### config.mk
export PLATFORM = sky130hd
export DESIGN_NAME = thermclip_regs
export DESIGN_NICKNAME = d
export VERILOG_FILES = /design/src/thermclip_pkg.sv /design/src/limit_threshold_track.sv /design/src/thermclip_regs.sv
export SDC_FILE = /design/constraint.sdc
export NUM_CORES = 1
export LEC_CHECK = 0
export ABC_AREA = 1
export BUFFER_PORTS_ARGS = -buffer_cell sky130_fd_sc_hd__buf_4
export CAP_MARGIN = 20
export CORE_MARGIN = 4
export CORE_UTILIZATION = 37
export CTS_CLUSTER_SIZE = 14
export DETAILED_ROUTE_END_ITERATION = 10
export PLACE_DENSITY_LB_ADDON = 0.2
export SLEW_MARGIN = 10
export SYNTH_ARGS = -nofsm -noshare
export SYNTH_HDL_FRONTEND = slang
export SYNTH_SLANG_ARGS = --single-unit
### constraint.sdc
create_clock -name REF_CLK -period 10.35 [get_ports REF_CLK]
set_clock_uncertainty 0.1 [all_clocks]
set_input_delay 2.07 -clock REF_CLK [delete_from_list [all_inputs] [get_ports REF_CLK]]
set_output_delay 2.07 -clock REF_CLK [all_outputs]
set_load 0.02 [all_outputs]
### src/thermclip_pkg.sv
// Package of offsets, fields, reset values and decode constants for the gain-protection registers.
package thermclip_pkg;

	// ****************************************
	// Register offsets
	// ****************************************
	localparam logic [7:0] OFS_RIGHT_LIMIT_THRESHOLD_SLOPE = 8'h12;
	localparam logic [7:0] OFS_RIGHT_BATTERY_KNEE          = 8'h13;
	localparam logic [7:0] OFS_LEFT_CLIP_LEVEL             = 8'h14;
	localparam logic [7:0] OFS_RIGHT_CLIP_LEVEL            = 8'h15;
	localparam logic [7:0] OFS_THERMAL_WARNING_ATTENUATION = 8'h16;

	// ****************************************
	// Reset values and writable-bit masks
	// ****************************************
	localparam logic [7:0] RST_RIGHT_LIMIT_THRESHOLD_SLOPE = 8'h51;
	localparam logic [7:0] RST_RIGHT_BATTERY_KNEE          = 8'h22;
	localparam logic [7:0] RST_LEFT_CLIP_LEVEL             = 8'hFF;
	localparam logic [7:0] RST_RIGHT_CLIP_LEVEL            = 8'hFF;
	localparam logic [7:0] RST_THERMAL_WARNING_ATTENUATION = 8'h00;
	localparam logic [7:0] MASK_RIGHT_LIMIT_THRESHOLD_SLOPE = 8'hFB;
	localparam logic [7:0] MASK_THERMAL_WARNING_ATTENUATION = 8'h33;

	// ****************************************
	// Field positions
	// ****************************************
	localparam int THR_MSB       = 7;
	localparam int THR_LSB       = 3;
	localparam int SLOPE_MSB     = 1;
	localparam int SLOPE_LSB     = 0;
	localparam int ATTEN_R_MSB   = 5;
	localparam int ATTEN_R_LSB   = 4;
	localparam int ATTEN_L_MSB   = 1;
	localparam int ATTEN_L_LSB   = 0;

	// ****************************************
	// Threshold decode, in millivolts
	// ****************************************
	localparam logic [13:0] THR_TOP_MV      = 14'h3E80;
	localparam logic [13:0] THR_FINE_TOP_MV = 14'h251C;
	localparam logic [13:0] THR_LOW_TOP_MV  = 14'h1F40;
	localparam logic [13:0] THR_STEP_COARSE = 14'h01F4;
	localparam logic [13:0] THR_STEP_FINE   = 14'h00FA;
	localparam logic [4:0]  THR_FINE_START  = 5'h0D;
	localparam logic [4:0]  THR_FINE_END    = 5'h13;

	// ****************************************
	// Limiter modes and attenuation steps of 0.125 dB
	// ****************************************
	typedef enum logic [1:0] {
		LIM_OFF        = 2'b00,
		LIM_ON         = 2'b01,
		LIM_MUTE_LOW   = 2'b10,
		LIM_ON_IF_LOW  = 2'b11
	} limiter_mode_e;

	localparam logic [7:0] ATTEN_L_TABLE [4] = '{8'h00, 8'h0C, 8'h18, 8'h2D};
	localparam logic [7:0] ATTEN_R_TABLE [4] = '{8'h00, 8'h0C, 8'h18, 8'hC8};

endpackage : thermclip_pkg

### src/limit_threshold_track.sv
// Limiter threshold decoder with battery-tracking ramp-down.
`timescale 1ns/100ps
module limit_threshold_track #(
	parameter int BAT_LSB_MV = 100
) (
	input  wire logic        clk,
	input  wire logic        srst,
	input  wire logic [4:0]  thr_code,
	input  wire logic [1:0]  slope,
	input  wire logic [7:0]  knee,
	input  wire logic [7:0]  vbat,
	input  wire logic        track_en,
	output      logic [13:0] threshold_mv,
	output      logic        below_knee
);

	function automatic logic [13:0] decode_mv(input logic [4:0] c);
		logic [13:0] cw;
		cw = {9'h000, c};
		if (c <= thermclip_pkg::THR_FINE_START)
			decode_mv = 14'(thermclip_pkg::THR_TOP_MV - cw * thermclip_pkg::THR_STEP_COARSE);
		else if (c <= thermclip_pkg::THR_FINE_END)
			decode_mv = 14'(thermclip_pkg::THR_FINE_TOP_MV
				- (cw - 14'(thermclip_pkg::THR_FINE_START)) * thermclip_pkg::THR_STEP_FINE);
		else
			decode_mv = 14'(thermclip_pkg::THR_LOW_TOP_MV
				- (cw - 14'(thermclip_pkg::THR_FINE_END)) * thermclip_pkg::THR_STEP_COARSE);
	endfunction : decode_mv

	logic [13:0] base_mv;
	logic [23:0] drop_mv;
	logic        below_now;
	logic [13:0] threshold_nxt;

	// The drop is recomputed every cycle, so the threshold follows the battery as it sags.
	always_comb begin
		base_mv   = decode_mv(thr_code);
		below_now = vbat < knee;
		drop_mv   = 24'h000000;
		if (track_en && below_now)
			drop_mv = 24'({16'h0000, 8'(knee - vbat)} * ({22'h000000, slope} + 24'h000001)
				* 24'(BAT_LSB_MV));
		if (drop_mv >= {10'h000, base_mv})
			threshold_nxt = 14'h0000;
		else
			threshold_nxt = base_mv - drop_mv[13:0];
	end

	always_ff @(posedge clk) begin
		if (srst) begin
			threshold_mv <= 14'h0000;
			below_knee   <= 1'b0;
		end else begin
			threshold_mv <= threshold_nxt;
			below_knee   <= below_now;
		end
	end
endmodule : limit_threshold_track

### src/thermclip_regs.sv
// Gain-protection register bank: limiter threshold, knee, clip levels and thermal attenuation.
// ****************************************
// Operation
// ****************************************
`timescale 1ns/100ps
module thermclip_regs #(
	parameter int BAT_LSB_MV = 100
) (
	input  wire logic        REF_CLK,
	input  wire logic        SRST,
	input  wire logic [7:0]  REG_ADDR,
	input  wire logic        REG_WR_EN,
	input  wire logic [7:0]  REG_WR_DATA,
	input  wire logic        REG_RD_EN,
	output      logic [7:0]  REG_RD_DATA,
	input  wire logic [7:0]  BATTERY_VOLTAGE,
	input  wire logic        THERMAL_EARLY_WARNING,
	input  wire logic        CHANNEL_LIMITER_JOIN,
	input  wire logic        RIGHT_TRACK_EN,
	input  wire logic [1:0]  RIGHT_LIMITER_MODE,
	input  wire logic        LEFT_TRACK_EN,
	input  wire logic [1:0]  LEFT_LIMITER_MODE,
	input  wire logic [4:0]  LEFT_THRESHOLD_CODE,
	input  wire logic [1:0]  LEFT_SLOPE,
	input  wire logic [7:0]  LEFT_BATTERY_KNEE,
	output      logic [13:0] RIGHT_LIMIT_THRESHOLD_MV,
	output      logic        RIGHT_LIMITER_ACTIVE,
	output      logic        RIGHT_MUTE,
	output      logic [8:0]  LEFT_CLIP_LIMIT,
	output      logic [8:0]  RIGHT_CLIP_LIMIT,
	output      logic [7:0]  LEFT_HEAT_ATTEN,
	output      logic [7:0]  RIGHT_HEAT_ATTEN
);

	// ****************************************
	// Register storage
	// ****************************************
	logic [7:0] thr_slope_r;
	logic [7:0] knee_r;
	logic [7:0] left_clip_r;
	logic [7:0] right_clip_r;
	logic [7:0] atten_r;
	logic [7:0] rd_data_nxt;

	// Reserved bits are masked on the way in, so they are never stored and always read zero.
	always_ff @(posedge REF_CLK) begin
		if (SRST) begin
			thr_slope_r  <= thermclip_pkg::RST_RIGHT_LIMIT_THRESHOLD_SLOPE;
			knee_r       <= thermclip_pkg::RST_RIGHT_BATTERY_KNEE;
			left_clip_r  <= thermclip_pkg::RST_LEFT_CLIP_LEVEL;
			right_clip_r <= thermclip_pkg::RST_RIGHT_CLIP_LEVEL;
			atten_r      <= thermclip_pkg::RST_THERMAL_WARNING_ATTENUATION;
		end else if (REG_WR_EN) begin
			unique case (REG_ADDR)
				thermclip_pkg::OFS_RIGHT_LIMIT_THRESHOLD_SLOPE: begin
					thr_slope_r <= REG_WR_DATA & thermclip_pkg::MASK_RIGHT_LIMIT_THRESHOLD_SLOPE;
				end
				thermclip_pkg::OFS_RIGHT_BATTERY_KNEE: begin
					knee_r <= REG_WR_DATA;
				end
				thermclip_pkg::OFS_LEFT_CLIP_LEVEL: begin
					left_clip_r <= REG_WR_DATA;
				end
				thermclip_pkg::OFS_RIGHT_CLIP_LEVEL: begin
					right_clip_r <= REG_WR_DATA;
				end
				thermclip_pkg::OFS_THERMAL_WARNING_ATTENUATION: begin
					atten_r <= REG_WR_DATA & thermclip_pkg::MASK_THERMAL_WARNING_ATTENUATION;
				end
				default: begin
				end
			endcase
		end
	end

	// ****************************************
	// Read port
	// ****************************************
	always_comb begin
		unique case (REG_ADDR)
			thermclip_pkg::OFS_RIGHT_LIMIT_THRESHOLD_SLOPE: rd_data_nxt = thr_slope_r;
			thermclip_pkg::OFS_RIGHT_BATTERY_KNEE:          rd_data_nxt = knee_r;
			thermclip_pkg::OFS_LEFT_CLIP_LEVEL:             rd_data_nxt = left_clip_r;
			thermclip_pkg::OFS_RIGHT_CLIP_LEVEL:            rd_data_nxt = right_clip_r;
			thermclip_pkg::OFS_THERMAL_WARNING_ATTENUATION: rd_data_nxt = atten_r;
			default:                                        rd_data_nxt = 8'h00;
		endcase
	end

	// Read data holds until the next read, so a slow controller may sample it late.
	always_ff @(posedge REF_CLK) begin
		if (SRST)
			REG_RD_DATA <= 8'h00;
		else if (REG_RD_EN)
			REG_RD_DATA <= rd_data_nxt;
	end

	// ****************************************
	// Right limiter threshold and mode
	// ****************************************
	logic [4:0]  sel_thr_code;
	logic [1:0]  sel_slope;
	logic [7:0]  sel_knee;
	logic        sel_track;
	logic [1:0]  sel_mode;
	logic        below_knee;
	logic [13:0] threshold_mv;

	always_comb begin
		if (CHANNEL_LIMITER_JOIN) begin
			sel_thr_code = LEFT_THRESHOLD_CODE;
			sel_slope    = LEFT_SLOPE;
			sel_knee     = LEFT_BATTERY_KNEE;
			sel_track    = LEFT_TRACK_EN;
			sel_mode     = LEFT_LIMITER_MODE;
		end else begin
			sel_thr_code = thr_slope_r[thermclip_pkg::THR_MSB:thermclip_pkg::THR_LSB];
			sel_slope    = thr_slope_r[thermclip_pkg::SLOPE_MSB:thermclip_pkg::SLOPE_LSB];
			sel_knee     = knee_r;
			sel_track    = RIGHT_TRACK_EN;
			sel_mode     = RIGHT_LIMITER_MODE;
		end
	end

	limit_threshold_track #(
		.BAT_LSB_MV (BAT_LSB_MV)
	) u_limit_threshold_track (
		.clk          (REF_CLK),
		.srst         (SRST),
		.thr_code     (sel_thr_code),
		.slope        (sel_slope),
		.knee         (sel_knee),
		.vbat         (BATTERY_VOLTAGE),
		.track_en     (sel_track),
		.threshold_mv (threshold_mv),
		.below_knee   (below_knee)
	);

	assign RIGHT_LIMIT_THRESHOLD_MV = threshold_mv;

	always_ff @(posedge REF_CLK) begin
		if (SRST) begin
			RIGHT_LIMITER_ACTIVE <= 1'b0;
			RIGHT_MUTE           <= 1'b0;
		end else begin
			unique case (thermclip_pkg::limiter_mode_e'(sel_mode))
				thermclip_pkg::LIM_OFF: begin
					RIGHT_LIMITER_ACTIVE <= 1'b0;
					RIGHT_MUTE           <= 1'b0;
				end
				thermclip_pkg::LIM_ON: begin
					RIGHT_LIMITER_ACTIVE <= 1'b1;
					RIGHT_MUTE           <= 1'b0;
				end
				thermclip_pkg::LIM_MUTE_LOW: begin
					RIGHT_LIMITER_ACTIVE <= 1'b0;
					RIGHT_MUTE           <= below_knee;
				end
				thermclip_pkg::LIM_ON_IF_LOW: begin
					RIGHT_LIMITER_ACTIVE <= below_knee;
					RIGHT_MUTE           <= 1'b0;
				end
			endcase
		end
	end

	// ****************************************
	// Clip levels and thermal attenuation
	// ****************************************
	always_ff @(posedge REF_CLK) begin
		if (SRST) begin
			LEFT_CLIP_LIMIT  <= 9'h100;
			RIGHT_CLIP_LIMIT <= 9'h100;
		end else begin
			LEFT_CLIP_LIMIT  <= {1'b0, left_clip_r} + 9'h001;
			RIGHT_CLIP_LIMIT <= {1'b0, right_clip_r} + 9'h001;
		end
	end

	// Attenuation only applies while the warning stands; it drops to zero as soon as it clears.
	always_ff @(posedge REF_CLK) begin
		if (SRST) begin
			LEFT_HEAT_ATTEN  <= 8'h00;
			RIGHT_HEAT_ATTEN <= 8'h00;
		end else if (THERMAL_EARLY_WARNING) begin
			LEFT_HEAT_ATTEN  <= thermclip_pkg::ATTEN_L_TABLE[
				atten_r[thermclip_pkg::ATTEN_L_MSB:thermclip_pkg::ATTEN_L_LSB]];
			RIGHT_HEAT_ATTEN <= thermclip_pkg::ATTEN_R_TABLE[
				atten_r[thermclip_pkg::ATTEN_R_MSB:thermclip_pkg::ATTEN_R_LSB]];
		end else begin
			LEFT_HEAT_ATTEN  <= 8'h00;
			RIGHT_HEAT_ATTEN <= 8'h00;
		end
	end
endmodule : thermclip_regs

# Yosys cells after proc, flatten, opt, wreduce, memory -nomap -nowiden
# Cells that the tools add are included.
word_totals:
  latchBits: 0
  romBits: 0
  mem_count: 0
  inputBits: 51
  wordCells: 74
  ram_bits: 0
  ff_bits: 94
  out_inout_bits: 58
op_classes:
  magnitude_cmp: 6
  n_div: 0
  bitwise_logic: 3
  n_mux: 17
  multipliers: 5
  eq_ne: 8
  reduce_logical: 11
  shift: 0
  add_sub_neg: 10
ops:
  columns: ["operator", "n"]
  rows:
  - ["$eq 8x5->1 const B", 5]
  - ["$mux 8", 5]
  - ["$pmux 8 s5", 1]
  - ["$bmux 8 s2", 2]
  - ["$mux 14", 2]
  - ["$sub 14x14->14 const A", 2]
  - ["$ge 24x14->1", 1]
  - ["$mul 24x5->22 const B", 1]
  - ["$mul 8x24->24", 1]
  - ["$mux 24", 1]
  - ["$add 8x1->9 const B", 2]
  - ["$mul 14x7->12 const B", 1]
  - ["$mul 14x7->13 const B", 1]
  - ["$sub 13x14->14 const A", 1]
  - ["$sub 14x14->14", 1]
  - ["$mul 5x7->12 const B", 1]
  - ["$reduce_and 2->1", 5]
  - ["$lt 8x8->1", 1]
  - ["$sub 8x8->8", 1]
  - ["$ge 3x3->1 const B", 2]
  - ["$not 2->3", 2]
  - ["$reduce_or 2->1", 3]
  - ["$sub 5x4->6 const B", 1]
  - ["$sub 5x5->6 const B", 1]
  - ["14 further kinds", 16]

# Longest topological paths before layout
# Gate-level depths: netlist of the first run.
depth:
  depth_word: 8
  mapped_depth: 42

# By module
# Synthesis of the first run repeated with hierarchy kept, for this count alone.
unflattened:
  cells_unflattened: 1512
  hier_area_um2: 10516.3
by_module_without_submodules:
  columns: ["mod", "area_each_um2", "n_inst", "cells_each", "seq_area_each_um2"]
  rows:
  - ["limit_threshold_track", 7458.4, 1, 1112, 280.3]
  - ["thermclip_regs", 3057.9, 1, 400, 1421.4]

# Worst setup path before layout of the first run
# Ideal clock, no wire load.
synth_timing:
  path_type: "input to register"
  start: "input port CHANNEL_LIMITER_JOIN"
  end: "register u_limit_threshold_track.threshold_mv[3]"
  path_stages: 36
  required_time_ns: 10.186
  t_arrival_ns: 8.539
  slack_ns: 1.647
  n_path_buf: 4
  path_cell_list: "buf_6 clkbuf_1 clkbuf_1 nand2_1 o21ai_0 ha_1 a21oi_1 nand2_1 nand2_1 nand2_1 a21oi_1 xor2_1 nand2_1 fa_1 inv_1 ha_1 inv_1 o21bai_1 xor2_1 inv_1 ha_1 ha_1 inv_1 fa_1 inv_1 ha_1 a21oi_1 nand2_1 a21oi_1 xor2_1 nor2_1 ha_1 a211oi_1 nand3_2 buf_6 nor2_1"
synth_between:
  elab_chain_cells: 8
  elab_cells_between_ends: 26
  classes_between: "add/sub: 8; mul: 5; order compare: 4; mux: 7; reduce/logical: 2"
synth_rtl:
  columns: ["item", "line", "rtl"]
  rows:
  - ["from (decl)", "thermclip_regs.sv:18", "input wire logic CHANNEL_LIMITER_JOIN,"]
  - ["parallel branches: the longest is 8 deep, another holds $mul 8x24->24", null, null]
  - ["to (signal assigned)", "limit_threshold_track.sv:54", "threshold_mv <= threshold_nxt;"]
  - ["to (decl)", "limit_threshold_track.sv:13", "output logic [13:0] threshold_mv,"]
# Parallel ways; which one is timed is not known.
# A chain may end at the register's enable or synchronous reset.

# Final worst setup path of the first run
layout_timing:
  start: "input port CHANNEL_LIMITER_JOIN"
  end: "register u_limit_threshold_track.threshold_mv[13]"
# Same word-level chain as after synthesis.

==> impl_results.md, run 1 <==
- Yosys Warn Count: 0
- Syn_area_per_cell: 6.83 um^2
- Cells on worst reg2reg path: 34
- N_diodes: 0
- Grt total ovfl: 0
- Clock transition at the registers of the reported paths: 80 ps
- Reg2Reg Capture Point: u_limit_threshold_track.threshold_mv[13]
- Post-CTS sizing: 0
- Unique masters post-synth: 52
- Hold crit path type: register to register
- Initial Util: 0.378
- DIE AREA: 31300 um^2
- Hold_sp: atten_r[4]
- Initial drt markers: 442
- Synth Flop Type: dfxtp_1
- Reg2reg start: thr_slope_r[4]
- Cell Rows: 61
- Mapped Area: 10600 um^2
- Fin cells: 2019
- RSZ-0062 raised after global routing: false
- Worst setup SP type: primary input
- Share of post-route cells with drive strength above 1: 0.0896
- Global-route wire length before repair: 44700 um
- Hold depth: 1
- Ports: 109
- Commonest non-fill, non-tap cell in the layout: nand2_1
- Initial antenna violation count: 0
- Vias: 9564
- Total GRT Usage: 0.172
- CP Class: primary input to register
- Maximum clock insertion buffer count: 2
- Buffers on Ports: 101
- Routed WL: 26800 um
- Pin count of the biggest net entering global routing: 40
- Layout area overhead: 13.3%
- Core area: 27900 um^2
- Die Width: 177 um
- Yosys reg bits: 85
- Crit Path Max Fanout: 28
- Final TNS setup: 0 ps
- Hold Vio Cnt, Final: 0
- Power Dens Cells: 347 nW/um^2
- Multi-input gate area: 7520 um^2
- Setup-failing EPs final: 0
- Root buffer cell: clkbuf_16
- Vias in the first global route: 9271
- Nets: 1902
- Vias per inst: 4.74
- Height of the die: 177 um
- Asr flop ratio synth: 0
- Worst path max stage delay: 530 ps
- Worst EP arrival: 9120 ps
- H-Tree Depth: 3
- DRC errors left: 0
- Max-slew violation count: 0
- Clock buffer count from CTS: 9
- Sequential cell area: 1700 um^2
- Final GP Congestion: 0.897
- P_leak: 6.64 nW
- CTS tree: built
- Worst Max-Slew Pin Slew: 892 ps
- Critical path data required time: 10510 ps
- Tcrit/Tclk final: 0.865
- CP Capture Type: register
- Post-route ant nets: 0
- CP max-delay cell: fa_1
- Hold Path End: RIGHT_HEAT_ATTEN[4]
- Cells after Synth: 1545
- Max-Cap Viols: 0
- DP HPWL: 22400 um
- Final min period: 8960 ps
- # hold bufs at CTS: 0
- Relative slew slack: 0.403
- CP most frequent cell: nand2_1
- First drt pass iteration count: 5
- Worst vdd ir: 0.140 mV
- Worst reg-to-reg setup slack: 3090 ps
- Setup bufs post-CTS: 0
- Most frequent cells in the layout: 327 x nand2_1, 310 x inv_1, 164 x ha_1
- Fmax: 112 MHz
- Status: finished, final reports clean
- Clk Latency, worst-skew pair: 340 ps
- Number of enable flip-flop cells after synthesis: 0
- Mean routed wirelength per cell: 13.3 um
- Num Clock Sinks: 85
- Dpl cells: 2003
- Fillers: 2968
- Sequential fraction of the synthesis area: 0.161
## stage by stage
stage	utilization	hold WS, ps	total power [mW]	area [um^2]	worst slack (ps)
floorplan	-	297	3.08	10600	1650
global placement	0.417	314	3.79	11700	1260
detailed placement	0.417	311	3.82	11700	1010
CTS	0.428	325	4.18	12000	1360
global route	0.428	342	4.75	12000	513
finish	0.428	319	4.14	12000	1390
## sequential cells by signal, summed over array words and instances (netlist names)
signal	flops
right_clip_r	8
u_limit_threshold_track.threshold_mv	13
RIGHT_LIMITER_ACTIVE	1
thr_slope_r	7
REG_RD_DATA	8
knee_r	8
RIGHT_HEAT_ATTEN	4
RIGHT_CLIP_LIMIT	9
LEFT_CLIP_LIMIT	9
RIGHT_MUTE	1
atten_r	4
LEFT_HEAT_ATTEN	4
left_clip_r	8
u_limit_threshold_track.below_knee	1
## synth_stat cells, types with 10 or more instances
library cell    n  area share
clkbuf_1       14      0.0050
ha_1          164        0.19
dfxtp_1        85        0.16
xnor2_1        21       0.017
o21ai_0        90       0.043
nand3_1        77       0.037
or2_2          10      0.0059
fa_1           51       0.097
nor2_1        126       0.045
nand2_1       327        0.12
xor2_1         41       0.034
nand4_1        24       0.014
inv_1         310        0.11
a21oi_1        90       0.043
nor3_1         17      0.0081
## critical path, delay by kind of cell
| kind | cells | cell delay, ps |
|---|---|---|
| xor+xnor | 2 | 500 |
| fa+ha+maj | 7 | 2950 |
| compound gates | 2 | 470 |
| simple gates | 17 | 2040 |
| buf+inv | 7 | 1080 |
## metal layers
metal | wire [um] | vias up | GRT usage | share of wire
li1 | - | 5069 | - | -
met1 | 13300 | 4325 | 0.239 | 0.49
met2 | 12200 | 155 | 0.288 | 0.46
met3 | 1130 | 15 | 0.0252 | 0.042
met4 | 216 | 0 | 0.0261 | 0.0081
met5 | 0 | - | 0 | 0
## cells by family after synthesis
kind of cell / count (synthesis) / synth area share
flops: 85 / 0.161
simple gates: 605 / 0.243
other cells: 1 / 0.000355
xor+xnor: 62 / 0.0515
mux: 2 / 0.00190
fa+ha+maj: 215 / 0.291
buf+inv: 344 / 0.128
compound gates: 231 / 0.122
## power breakdown
| group | switching [mW] | internal, mW | total [mW] |
|---|---|---|---|
| Sequential | 0.0100 | 0.355 | 0.365 |
| Clock | 0.160 | 0.171 | 0.331 |
| Combinational | 2.16 | 1.28 | 3.45 |
## area by class of cell
type	count	share of cell area
clock inverter	7	0.00659
multi-input combinational	1122	0.629
tap	378	0.0396
sequential	85	0.142
inverter	315	0.0991
timing repair buffer	103	0.0647
clock buffer	9	0.0188
## worst max path at each step
stage | startpoint | end | slack [ps] | cells past startpoint
after floorplan | CHANNEL_LIMITER_JOIN | u_limit_threshold_track.threshold_mv[3] | 1650 | 36
after global placement | CHANNEL_LIMITER_JOIN | u_limit_threshold_track.threshold_mv[13] | 1260 | 36
after detailed placement | CHANNEL_LIMITER_JOIN | u_limit_threshold_track.threshold_mv[3] | 1010 | 35
after CTS | CHANNEL_LIMITER_JOIN | u_limit_threshold_track.threshold_mv[3] | 1360 | 37
after global routing | CHANNEL_LIMITER_JOIN | u_limit_threshold_track.threshold_mv[3] | 510 | 38
final | CHANNEL_LIMITER_JOIN | u_limit_threshold_track.threshold_mv[13] | 1390 | 35
(Power assumes the default switching activity.)
==> inputs of run 2 (changes only) <==
--- a/config.mk
+++ b/config.mk
@@ -6,13 +6,12 @@
 export NUM_CORES = 1
 export LEC_CHECK = 0
 export ABC_AREA = 1
-export BUFFER_PORTS_ARGS = -buffer_cell sky130_fd_sc_hd__buf_4
 export CAP_MARGIN = 20
 export CORE_MARGIN = 4
 export CORE_UTILIZATION = 37
 export CTS_CLUSTER_SIZE = 14
 export DETAILED_ROUTE_END_ITERATION = 10
-export PLACE_DENSITY_LB_ADDON = 0.2
+export DONT_BUFFER_PORTS = 1
 export SLEW_MARGIN = 10
 export SYNTH_ARGS = -nofsm -noshare
 export SYNTH_HDL_FRONTEND = slang
==> run 2 against run 1 <==
Against the previous run: final area down 6.4%; critical path type unchanged; flip-flop and latch count is the same; critical endpoint is now u_limit_threshold_track.threshold_mv[6]; wire length fell by 3.9%; sequential share of layout area rose by 0.97 points.
==> impl_results.md, run 2 (same netlist as run 1, synthesis figures left out) <==
- Status: finished, final reports clean
- Max-slew violation count: 0 (unchanged)
- Grt total ovfl: 0 (unchanged)
- First drt pass iteration count: 6 (+1)
- CTS tree: built
- Clk Latency, worst-skew pair: 340 ps (about the same)
- Mean routed wirelength per cell: 13.4 um (+1.2%)
- Hold depth: 1 (unchanged)
- Setup-failing EPs final: 0 (unchanged)
- Worst EP arrival: 8920 ps (-200 ps)
- DP HPWL: 21700 um (-3.1%)
- CP Capture Type: register
- Largest register FFs: 13 (unchanged)
- Max-Cap Viols: 0 (unchanged)
- Root buffer cell: clkbuf_16
- Total GRT Usage: 0.166 (-0.00598)
- Critical path data required time: 10520 ps (about the same)
- # hold bufs at CTS: 0 (unchanged)
- Post-route ant nets: 0 (unchanged)
- Initial Util: 0.378 (unchanged)
- CP startpoint: CHANNEL_LIMITER_JOIN
- Maximum clock insertion buffer count: 2 (unchanged)
- Nets: 1799 (-5.4%)
- Clock buffer count from CTS: 9 (unchanged)
- Global-route wire length before repair: 43400 um (-2.9%)
- Die Width: 177 um (unchanged)
- Tcrit/Tclk final: 0.846 (-0.0197)
- Final TNS setup: 0 ps (unchanged)
- Initial antenna violation count: 1 (+1)
- DRC errors left: 0 (unchanged)
- Reg2reg start: thr_slope_r[4]
- Initial drt markers: 570 (+29%)
- Sequential cell area: 1700 um^2 (unchanged)
- H-Tree Depth: 3 (unchanged)
- Height of the die: 177 um (unchanged)
- Fmax: 114 MHz (+2.3%)
- Largest reg by FF count: u_limit_threshold_track.threshold_mv
- CP most frequent cell: nand2_1
- Fillers: 3002 (+1.1%)
- Final min period: 8750 ps (-204 ps)
- Clock transition at the registers of the reported paths: 80 ps (about the same)
- Most frequent cells in the layout: 327 x nand2_1, 310 x inv_1, 164 x ha_1
- Relative slew slack: 0.427 (+0.0243)
- Layout area overhead: 6.12%
- Pin count of the biggest net entering global routing: 40 (unchanged)
- Hold_sp: atten_r[4]
- Share of post-route cells with drive strength above 1: 0.0286 (-0.0610)
- Cell Rows: 61 (unchanged)
- Ports: 109 (unchanged)
- Vias: 9181 (-4.0%)
- Vias per inst: 4.79 (+1.1%)
- Num Clock Sinks: 85 (unchanged)
- Cells on worst reg2reg path: 34 (unchanged)
- DIE AREA: 31300 um^2 (unchanged)
- Vias in the first global route: 8773 (-5.4%)
- Buffers on Ports: 0 (-100%)
- Core area: 27900 um^2 (unchanged)
- Hold Vio Cnt, Final: 0 (unchanged)
- Worst setup SP type: primary input
- Post-CTS sizing: 0 (unchanged)
- Top flop regs: u_limit_threshold_track.threshold_mv (13), LEFT_CLIP_LIMIT (9), RIGHT_CLIP_LIMIT (9)
- Multi-input gate area: 7520 um^2 (unchanged)
- RSZ-0062 raised after global routing: false
- Final GP Congestion: 0.888 (-1.0%)
- Commonest non-fill, non-tap cell in the layout: nand2_1
- Worst Max-Slew Pin Slew: 856 ps (-36.3 ps)
- Crit Path Max Fanout: 28 (unchanged)
- Setup bufs post-CTS: 0 (unchanged)
- CP Class: primary input to register
- Worst path max stage delay: 540 ps (about the same)
- Hold crit path type: register to register
- CP max-delay cell: fa_1
- Routed WL: 25800 um (-3.9%)
==> run 2: layout make-up <==
| cell class | instances | share of cell area |
|---|---|---|
| Tap cell | 378 | 0.0422 |
| Sequential cell | 85 | 0.152 |
| Clock inverter | 7 | 0.00793 |
| Clock buffer | 9 | 0.0201 |
| Antenna cell | 1 | 0.000224 |
| Multi-Input combinational cell | 1122 | 0.672 |
| Inverter | 315 | 0.106 |
==> run 2: critical path: cells and delay by family <==
kind / cells / cell delay, ps
adder cells (fa/ha/maj): 7 / 2980
XOR/XNOR: 2 / 500
AO/OA/AOI/OAI: 2 / 470
buffers and inverters: 7 / 840
AND/OR/NAND/NOR: 17 / 2050
==> run 2: final timing paths <==
| check | endpoint | slack, ps |
|---|---|---|
| worst max-delay path | u_limit_threshold_track.threshold_mv[6] | 1600 |
| worst min-delay path | RIGHT_HEAT_ATTEN[4] | 330 |
| worst max register to register | u_limit_threshold_track.threshold_mv[6] | 2970 |
| worst min register to register | RIGHT_HEAT_ATTEN[4] | 330 |
==> run 2: per-stage QoR <==
stage	cell area [um^2]	setup WS, ps	cells	util	hold slack (ps)
floorplan	10600	1650	1551	-	297
global placement	10900	1440	1900	0.389	306
detailed placement	10900	1230	1900	0.389	313
CTS	11200	1590	1916	0.401	328
global route	11200	813	1916	0.401	352
finish	11200	1600	1917	0.401	326
==> run 2: layer usage <==
| metal | wire length, um | vias up | track usage |
|---|---|---|---|
| met5 | 0 | - | 0 |
| met4 | 339 | 0 | 0.0290 |
| met3 | 1510 | 24 | 0.0335 |
| met2 | 11300 | 197 | 0.264 |
| met1 | 12700 | 4091 | 0.235 |
| li1 | - | 4869 | - |
Power of run 2 is left out: the tool's default activity adds up to more than one toggle a clock period on the data nets, which glitch-free logic cannot reach.
